===== src/srcc_pkg.sv =====
package srcc_pkg;

    // Register bus shape.
    localparam int ADDR_W = 8;
    localparam int DATA_W = 32;

    // Register byte offsets.
    localparam logic [7:0] OFS_AON_CTRL  = 8'h00;
    localparam logic [7:0] OFS_PWR_CTRL  = 8'h04;
    localparam logic [7:0] OFS_CONV_CTRL = 8'h08;
    localparam logic [7:0] OFS_LEVEL     = 8'h0c;
    localparam logic [7:0] OFS_STATUS    = 8'h10;

    // always_on_power_control fields.
    localparam int AON_CLAMP_BIT  = 0;
    localparam int AON_BRIDGE_LSB = 1;
    localparam int AON_PORMSK_BIT = 3;

    // Power control fields.
    localparam int PWR_LOWREG_LSB = 0;
    localparam int PWR_CORERET_BIT = 2;
    localparam int PWR_CMPON_BIT  = 3;
    localparam int PWR_HARDCON_BIT = 4;
    localparam int PWR_PORDIS_BIT = 5;

    // converter_control and level fields.
    localparam int CONV_ON_BIT    = 0;
    localparam int LEVEL_LSB      = 0;

    // Status fields.
    localparam int ST_BOOST_BIT   = 0;
    localparam int ST_CLAMP_BIT   = 1;
    localparam int ST_CONV_BIT    = 2;
    localparam int ST_RESSW_BIT   = 3;
    localparam int ST_POR_BIT     = 4;
    localparam int ST_PORVAL_BIT  = 5;
    localparam int ST_EVENT_BIT   = 6;

    // Rail bridge modes.
    localparam logic [1:0] BRIDGE_DIODE = 2'h0;
    localparam logic [1:0] BRIDGE_FORCE = 2'h1;
    localparam logic [1:0] BRIDGE_SW    = 2'h2;
    localparam logic [1:0] BRIDGE_HW    = 2'h3;

    // Low regulator modes.
    localparam logic [1:0] LOWREG_OFF    = 2'h1;
    localparam logic [1:0] LOWREG_RETAIN = 2'h3;

    // Converter output levels: 1.8 V, 2.5 V, 3.0 V.
    localparam logic [1:0] LEVEL_1V8 = 2'h0;
    localparam logic [1:0] LEVEL_2V5 = 2'h1;
    localparam logic [1:0] LEVEL_3V0 = 2'h2;

    // Reset values.
    localparam logic [1:0] RST_LOWREG = LOWREG_RETAIN;
    localparam logic [1:0] RST_BRIDGE = BRIDGE_DIODE;
    localparam logic [1:0] RST_LEVEL  = LEVEL_1V8;

    // Synchroniser fill time before the boot setup is sampled.
    localparam logic [1:0] BOOT_FILL  = 2'h2;

    typedef struct packed {
        logic [ADDR_W-1:0] addr;
        logic [DATA_W-1:0] wrData;
        logic              wrStb;
        logic              rdStb;
    } srcc_bus_type;

    typedef struct packed {
        logic [1:0]        shortSync;
        logic [1:0]        lowOnlySync;
        logic [1:0]        aboveSync;
        logic [1:0]        nearSync;
        logic [1:0]        sysOnSync;
        logic [1:0]        sleepSync;
        logic [1:0]        porSync;
        logic              cfgTaken;
        logic [1:0]        bootCnt;
        logic              boostMode;
        logic              clampAutoOff;
        logic [1:0]        bridgeMode;
        logic              porMask;
        logic [1:0]        lowRegMode;
        logic              coreRet;
        logic              cmpOn;
        logic              hardConnect;
        logic              porDisable;
        logic              convOn;
        logic [1:0]        level;
        logic              hwBridged;
        logic              bridgeEvent;
        logic              clampFromHigh;
        logic              converterRun;
        logic              resSwitch;
        logic              porResetReq;
        logic              porStatus;
        logic              porValid;
        logic [DATA_W-1:0] rdData;
    } srcc_state_type;

endpackage


===== src/srcc_supply_rail.sv =====
// Function
// - Clamp follows the higher battery rail by default.
// - Override bit forces clamp onto high rail.
// - Retention fields drive regulator and core retention.
// - Step-down converter runs at level zero when enabled.
// - Converter stops with system domain, then restarts.
// - Reset leaves bridge in diode-only mode.
// - Bridge mode two closes switch during sleep while core retention is on.
// - Bridge mode three closes on comparator match.
// - Level field picks 1.8, 2.5 or 3.0 V.
// - Masked detector keeps status, raises no reset.
// - Disabled detector gives no reset, no status.
// - Shorted rails classify as step-up setup.
// - Setup decided once at cold boot, then held.
// - Converter enable left set restarts on wake.
`timescale 1ns/1ps
module srcc_supply_rail (
    // Clock and reset.
    input  wire logic                       core_clk,
    input  wire logic                       nrst,
    // Register port.
    input  wire srcc_pkg::srcc_bus_type     bus,
    output logic [srcc_pkg::DATA_W-1:0]     rdData,
    // Rail sense inputs from the analog side.
    input  wire logic                       railsShorted,
    input  wire logic                       lowRailOnly,
    input  wire logic                       highAboveLow,
    input  wire logic                       highNearLow,
    input  wire logic                       porHighLow,
    // Power manager state.
    input  wire logic                       sysDomainOn,
    input  wire logic                       sleepActive,
    // Supply controls.
    output logic                            clampFromHigh,
    output logic [1:0]                      lowRegulatorMode,
    output logic                            coreRegulatorRetentionOn,
    output logic                            converterRun,
    output logic [1:0]                      converterOutputLevel,
    output logic                            resistiveRailSwitch,
    output logic                            railHardConnect,
    output logic                            highRailComparatorOn,
    output logic                            boostMode,
    // High-rail reset detector.
    output logic                            porHighResetReq,
    output logic                            porHighStatus,
    output logic                            porHighStatusValid
);

    logic [1:0]               rstPipe_ff;
    logic                     rstSync_n;
    srcc_pkg::srcc_state_type q_ff;
    srcc_pkg::srcc_state_type nxt_q;
    logic                     wrHit;
    logic                     hwCloseNow;

    // Reset release goes through two flops so every state flop leaves reset on the same edge.
    always_ff @(posedge core_clk or negedge nrst) begin
        if (!nrst) begin
            rstPipe_ff <= 2'h0;
        end else begin
            rstPipe_ff <= {rstPipe_ff[0], 1'b1};
        end
    end
    assign rstSync_n = rstPipe_ff[1];

    assign wrHit      = bus.wrStb;
    assign hwCloseNow = q_ff.cmpOn && q_ff.nearSync[1];

    always_comb begin
        nxt_q = q_ff;

        // Pin synchronisers: the first stage feeds only the second.
        nxt_q.shortSync   = {q_ff.shortSync[0], railsShorted};
        nxt_q.lowOnlySync = {q_ff.lowOnlySync[0], lowRailOnly};
        nxt_q.aboveSync   = {q_ff.aboveSync[0], highAboveLow};
        nxt_q.nearSync    = {q_ff.nearSync[0], highNearLow};
        nxt_q.sysOnSync   = {q_ff.sysOnSync[0], sysDomainOn};
        nxt_q.sleepSync   = {q_ff.sleepSync[0], sleepActive};
        nxt_q.porSync     = {q_ff.porSync[0], porHighLow};

        // Cold boot decision.
        // The setup is sampled once, after the synchronisers have filled, and never again.
        // Sampling any earlier would read a cleared synchroniser and always pick step-down.
        if (q_ff.bootCnt != srcc_pkg::BOOT_FILL) begin
            nxt_q.bootCnt = q_ff.bootCnt + 2'h1;
        end else if (!q_ff.cfgTaken) begin
            nxt_q.cfgTaken = 1'b1;
            nxt_q.boostMode = q_ff.shortSync[1] || q_ff.lowOnlySync[1];
        end

        if (wrHit) begin
            case (bus.addr)
                srcc_pkg::OFS_AON_CTRL: begin
                    nxt_q.clampAutoOff = bus.wrData[srcc_pkg::AON_CLAMP_BIT];
                    nxt_q.bridgeMode   = bus.wrData[srcc_pkg::AON_BRIDGE_LSB +: 2];
                    nxt_q.porMask      = bus.wrData[srcc_pkg::AON_PORMSK_BIT];
                end
                srcc_pkg::OFS_PWR_CTRL: begin
                    nxt_q.lowRegMode  = bus.wrData[srcc_pkg::PWR_LOWREG_LSB +: 2];
                    nxt_q.coreRet     = bus.wrData[srcc_pkg::PWR_CORERET_BIT];
                    nxt_q.cmpOn       = bus.wrData[srcc_pkg::PWR_CMPON_BIT];
                    nxt_q.hardConnect = bus.wrData[srcc_pkg::PWR_HARDCON_BIT];
                    nxt_q.porDisable  = bus.wrData[srcc_pkg::PWR_PORDIS_BIT];
                end
                srcc_pkg::OFS_CONV_CTRL: begin
                    nxt_q.convOn = bus.wrData[srcc_pkg::CONV_ON_BIT];
                end
                srcc_pkg::OFS_LEVEL: begin
                    nxt_q.level = bus.wrData[srcc_pkg::LEVEL_LSB +: 2];
                end
                srcc_pkg::OFS_STATUS: begin
                    if (bus.wrData[srcc_pkg::ST_EVENT_BIT]) begin
                        nxt_q.bridgeEvent = 1'b0;
                    end
                end
                default: begin
                end
            endcase
        end

        nxt_q.clampFromHigh = q_ff.clampAutoOff || q_ff.aboveSync[1];

        // Enable survives sleep.
        // The enable is never cleared by the domain going down, so a set bit restarts on wake.
        if (q_ff.boostMode) begin
            nxt_q.converterRun = q_ff.convOn && q_ff.sysOnSync[1];
        end else begin
            nxt_q.converterRun = q_ff.convOn && q_ff.sysOnSync[1] && q_ff.level == srcc_pkg::LEVEL_1V8;
        end

        // Hardware bridge latch.
        // Once closed the bridge stays closed until software leaves mode three, so a noisy
        // comparator cannot chatter the switch.
        if (q_ff.bridgeMode != srcc_pkg::BRIDGE_HW) begin
            nxt_q.hwBridged = 1'b0;
        end else if (hwCloseNow) begin
            nxt_q.hwBridged = 1'b1;
        end
        // Hardware event wins over a clear in the same cycle.
        if (q_ff.bridgeMode == srcc_pkg::BRIDGE_HW && hwCloseNow && !q_ff.hwBridged) begin
            nxt_q.bridgeEvent = 1'b1;
        end

        case (q_ff.bridgeMode)
            srcc_pkg::BRIDGE_FORCE: begin
                nxt_q.resSwitch = 1'b1;
            end
            srcc_pkg::BRIDGE_SW: begin
                nxt_q.resSwitch = q_ff.sleepSync[1] && q_ff.coreRet;
            end
            srcc_pkg::BRIDGE_HW: begin
                nxt_q.resSwitch = q_ff.hwBridged || hwCloseNow;
            end
            default: begin
                nxt_q.resSwitch = 1'b0;
            end
        endcase

        nxt_q.porValid    = !q_ff.porDisable;
        nxt_q.porStatus   = !q_ff.porDisable && q_ff.porSync[1];
        nxt_q.porResetReq = !q_ff.porDisable && !q_ff.porMask && q_ff.porSync[1];

        // Read data stands only in the cycle after the strobe.
        nxt_q.rdData = '0;
        if (bus.rdStb) begin
            case (bus.addr)
                srcc_pkg::OFS_AON_CTRL: begin
                    nxt_q.rdData[srcc_pkg::AON_CLAMP_BIT]       = q_ff.clampAutoOff;
                    nxt_q.rdData[srcc_pkg::AON_BRIDGE_LSB +: 2] = q_ff.bridgeMode;
                    nxt_q.rdData[srcc_pkg::AON_PORMSK_BIT]      = q_ff.porMask;
                end
                srcc_pkg::OFS_PWR_CTRL: begin
                    nxt_q.rdData[srcc_pkg::PWR_LOWREG_LSB +: 2] = q_ff.lowRegMode;
                    nxt_q.rdData[srcc_pkg::PWR_CORERET_BIT]     = q_ff.coreRet;
                    nxt_q.rdData[srcc_pkg::PWR_CMPON_BIT]       = q_ff.cmpOn;
                    nxt_q.rdData[srcc_pkg::PWR_HARDCON_BIT]     = q_ff.hardConnect;
                    nxt_q.rdData[srcc_pkg::PWR_PORDIS_BIT]      = q_ff.porDisable;
                end
                srcc_pkg::OFS_CONV_CTRL: begin
                    nxt_q.rdData[srcc_pkg::CONV_ON_BIT] = q_ff.convOn;
                end
                srcc_pkg::OFS_LEVEL: begin
                    nxt_q.rdData[srcc_pkg::LEVEL_LSB +: 2] = q_ff.level;
                end
                srcc_pkg::OFS_STATUS: begin
                    nxt_q.rdData[srcc_pkg::ST_BOOST_BIT]  = q_ff.boostMode;
                    nxt_q.rdData[srcc_pkg::ST_CLAMP_BIT]  = q_ff.clampFromHigh;
                    nxt_q.rdData[srcc_pkg::ST_CONV_BIT]   = q_ff.converterRun;
                    nxt_q.rdData[srcc_pkg::ST_RESSW_BIT]  = q_ff.resSwitch;
                    nxt_q.rdData[srcc_pkg::ST_POR_BIT]    = q_ff.porStatus;
                    nxt_q.rdData[srcc_pkg::ST_PORVAL_BIT] = q_ff.porValid;
                    nxt_q.rdData[srcc_pkg::ST_EVENT_BIT]  = q_ff.bridgeEvent;
                end
                default: begin
                    nxt_q.rdData = '0;
                end
            endcase
        end
    end

    // Always-on state.
    // Only the reset pin clears these, so sleep transitions leave every register field untouched.
    always_ff @(posedge core_clk or negedge rstSync_n) begin
        if (!rstSync_n) begin
            q_ff            <= '0;
            q_ff.lowRegMode <= srcc_pkg::RST_LOWREG;
            q_ff.bridgeMode <= srcc_pkg::RST_BRIDGE;
            q_ff.level      <= srcc_pkg::RST_LEVEL;
        end else begin
            q_ff <= nxt_q;
        end
    end

    assign lowRegulatorMode         = q_ff.lowRegMode;
    assign coreRegulatorRetentionOn = q_ff.coreRet;
    assign converterOutputLevel     = q_ff.level;
    assign railHardConnect          = q_ff.hardConnect;
    assign highRailComparatorOn     = q_ff.cmpOn;
    assign boostMode                = q_ff.boostMode;
    assign clampFromHigh            = q_ff.clampFromHigh;
    assign converterRun             = q_ff.converterRun;
    assign resistiveRailSwitch      = q_ff.resSwitch;
    assign porHighResetReq          = q_ff.porResetReq;
    assign porHighStatus            = q_ff.porStatus;
    assign porHighStatusValid       = q_ff.porValid;
    assign rdData                   = q_ff.rdData;
endmodule


===== config.mk =====
export PLATFORM = sky130hd
export DESIGN_NAME = srcc_supply_rail
export DESIGN_NICKNAME = d
export VERILOG_FILES = /design/src/srcc_pkg.sv /design/src/srcc_supply_rail.sv
export SDC_FILE = /design/constraint.sdc
export NUM_CORES = 1
export LEC_CHECK = 0
export ABC_AREA = 1
export BUFFER_PORTS_ARGS = -buffer_cell sky130_fd_sc_hd__buf_2
export CORE_MARGIN = 5
export CORE_UTILIZATION = 47
export DETAILED_ROUTE_END_ITERATION = 8
export PLACE_DENSITY_LB_ADDON = 0.2
export SYNTH_ARGS = -nofsm -noshare
export SYNTH_HDL_FRONTEND = slang
export SYNTH_SLANG_ARGS = --single-unit

===== constraint.sdc =====
create_clock -name core_clk -period 3.8 [get_ports core_clk]
set_clock_uncertainty 0.15 [all_clocks]
set_input_delay 0.76 -clock core_clk [delete_from_list [all_inputs] [get_ports core_clk]]
set_output_delay 0.76 -clock core_clk [all_outputs]
set_load 0.02 [all_outputs]

==> qor_table.md <==
| Parameter | This run | Unit |
| --- | --- | --- |
| Total Negative Setup Slacks | 0 | ns |
| Critical path launch point type | flop | - |
| Setup slack of the most critical reg-to-reg path | 2.58 | ns |
| Worst r2r src | q_ff[54] | - |
| Final ANT Viol Nets | 0 | - |
| Effective utilization at floorplan | 49.1 | % |
| Routed Wire Length | 3.67 | mm |
| Signed area change from the synthesized netlist to the final layout | 10.3 | % |
| Outcome | finished clean | - |
| Crit path buffers/inverters | 1 | - |
| Least-Margin Pin Slew | 0.961 | ns |
| DRC Markers | 0 | - |
| Share of synthesized area occupied by flip-flops and latches | 55.6 | % |
| Row cnt | 24 | - |
| Worst Reg2Reg Path Length in Cells | 3 | - |
| Total power density per cell area | 438 | nW/um^2 |
| Clock tree root driver cell | clkbuf_8 | - |
| Cell with the largest stage delay on the worst path | dfstp_2 | - |
| Crit-path leading delay family | flip-flops | - |
| Required time of the worst setup path | 2.89 | ns |
| Overall die area | 6070 | um^2 |
| H-tree depth | 2 | - |
| Critical path's largest stage delay | 0.56 | ns |
| Number of antenna violations at the first check in global routing | 0 | - |
| WP data arrival | 1.01 | ns |
| Leading cell types in the layout, fill and taps excluded | buf_2, dfrtp_1, nand2_1, conb_1, inv_1 | - |
| Vias in the first global route | 1388 | - |
| Endpoint class of the critical path | primary output | - |
| Core area | 4410 | um^2 |
| Clk sinks | 48 | - |
| Global-route wire length before repair | 6.17 | mm |
| Fraction of final layout cells sized beyond drive strength 1 | 29.9 | % |
| Max-Slew Margin vs Limit | 35.9 | % |
| Iteration-0 DRC count of the detailed router | 39 | - |
| Number of buffers created by CTS | 5 | - |
| Met1 GRT Util | 14.7 | % |
| Mean cell area of the mapped netlist | 9.71 | um^2 |
| VDD IR-drop max | 271 | uV |
| Classification of the worst-slack hold path | input port to async pin | - |
| Post-synth EDFFs | 0 | - |
| Final Hold Violating Endpoints | 0 | - |
| Horiz. Die Dim | 77.9 | um |
| Cell count along the critical path | 1 | - |
| Most used flip-flop cell after synthesis | dfrtp_1 | - |
| Total number of vias | 1387 | - |
| Clock network latency to the later pin of the worst-skew pair | 0.29 | ns |
| Period Utilization, post-route | 50.6 | % |
| Clock tree from TritonCTS | built | - |
| Die Ht | 77.9 | um |
| Max-slew violation count | 0 | - |
| Final critical path time including I/O delays and setup | 1.92 | ns |
| Number of setup violations in the final report | 0 | - |
| IO Pins | 97 | - |
| Maximum fanout encountered on the critical timing path | 3 | - |
| Setup repair bufs after CTS | 0 | - |
| Count of distinct cell types in the synthesized netlist | 25 | - |
| Synth Instances | 223 | - |
| Start-to-end type of the worst setup path | flop to primary output | - |
| Number of nets in the finished design | 315 | - |
| Post-cts sizing count | 0 | - |
| Leakage component of the power | 1.31 | nW |
| Number of diodes | 0 | - |
| Final worst setup slack | 1.88 | ns |
| Wire length per cell | 11.6 | um |
| Worst setup path start | lowRegulatorMode[0] | - |
| Synth Register Bits | 48 | - |
| Netlist Area Pre-Place | 2170 | um^2 |
| CP cell instances | buf_2 | - |
| GRT Total Usage | 12.7 | % |
| Met3 Resource Use GR | 4.17 | % |
| Share of synthesized registers carrying an async set or reset | 100 | % |
| Post-detailed-route via-to-cell ratio | 4.39 | - |
| Pin count of the biggest net entering global routing | 47 | - |
| First-pass detailed-route iteration total | 4 | - |
| YS warnings | 0 | - |
| Max cap viols | 0 | - |
| Number of buffer cells added on primary ports | 46 | - |
| Highest Clock Rate | 520 | MHz |
| Unrepaired setup endpoints after global routing | no | - |
| Worst-case setup slack after placement | 1.87 | ns |
| Worst hold margin | 0.0863 | ns |
| Total congestion overflow after global routing | 0 | - |
| Most common library cell in the layout ignoring fill and taps | buf_2 | - |
| Weighted congestion reported at the end of routability-driven placement | 0.766 | - |
| Routing usage on met2 | 22.3 | % |
| Number of buffers inserted by hold repair at cts | 0 | - |
| DPL Wire Length | 2.85 | mm |
| Worst R2R End | q_ff[56] | - |
| GRT Max-Usage Layer | met2 | - |
| Clock slew at reported path FFs | 0.09 | ns |
| Capturing element of the worst setup path | lowRegulatorMode[0] | - |
| Clock tree buffer depth | 2 | - |
## cell usage after synthesis, drive strengths merged, types with 2 or more instances
master,instances,area [um^2]
o31ai,3,22.5
nand3,11,55.1
or2,2,12.5
a21oi,6,30.0
buf,37,290
nand2,39,171
o21ai,17,100
conb,2,7.51
inv,27,101
dfrtp,46,1150
dfstp,2,52.6
nor2,27,138
## registers in the layout, indices dropped and copies added, names as in the netlist
| register | flops |
|---|---|
| coreRegulatorRetentionOn | 1 |
| boostMode | 1 |
| rstPipe_ff | 2 |
| porHighStatus | 1 |
| railHardConnect | 1 |
| highRailComparatorOn | 1 |
| clampFromHigh | 1 |
| converterOutputLevel | 2 |
| nxt_q | 7 |
| porHighResetReq | 1 |
| converterRun | 1 |
| resistiveRailSwitch | 1 |
| rdData | 7 |
| lowRegulatorMode | 2 |
| porHighStatusValid | 1 |
| q_ff | 18 |
## worst min path at each step
stage          slack [ns]            end       from
6_report             0.09  rstPipe_ff[1]       nrst
5_1_grt              0.07  rstPipe_ff[0]       nrst
4_1_cts              0.08  rstPipe_ff[1]       nrst
3_5_place_dp         0.18       q_ff[60]  nxt_q[60]
3_3_place_gp         0.18       q_ff[68]  nxt_q[68]
2_1_floorplan        0.18       q_ff[58]  nxt_q[58]
## per-layer routing
metal | wire [um] | up-vias
met5 | 0 | -
met4 | 28 | 0
met3 | 311 | 4
met2 | 1850 | 43
met1 | 1480 | 632
li1 | - | 708
## worst register-to-register path, delay by kind of cell (launching register included)
kind          cells  cell delay (ns)
simple gates      1             0.30
fa+ha+maj         1             0.24
flops             1             0.36
buf+inv           1             0.05
## report_power, final
| part | total (mW) | internal [mW] | switching [mW] |
|---|---|---|---|
| registers | 0.555 | 0.535 | 0.0197 |
| logic | 0.0971 | 0.0283 | 0.0688 |
| clock network | 0.394 | 0.232 | 0.161 |
| total | 1.05 | 0.795 | 0.250 |
## area by class of cell
class / instances / area (um^2)
timing repair buffer: 46 / 230
sequential: 48 / 1200
clock buffer: 7 / 96.3
tap: 52 / 65.1
inverter: 27 / 101
fill: 418 / 2030
clock inverter: 1 / 30.0
multi-input combinational: 135 / 661
## cell families (layout without fill, tap and decap cells)
family / after synthesis / count (layout) / synth area share [%]
compound gates: 26 / 26 / 7.05
xor+xnor: 1 / 1 / 0.404
fa+ha+maj: 1 / 1 / 0.578
buf+inv: 64 / 81 / 18.1
flops: 48 / 48 / 55.6
other cells: 2 / 26 / 0.347
simple gates: 81 / 81 / 18.0
## through the flow
step           util, %  instance area [um^2]  instances  total power [mW]
2_1_floorplan        -                  2260        247             0.649
3_3_place_gp      51.2                  2260        308             0.661
3_5_place_dp      51.2                  2260        308             0.663
4_1_cts           54.1                  2390        316              1.06
5_1_grt           54.1                  2390        316              1.09
6_report          54.1                  2390        316              1.05
Note: power is estimated with default switching activity, not from simulation.
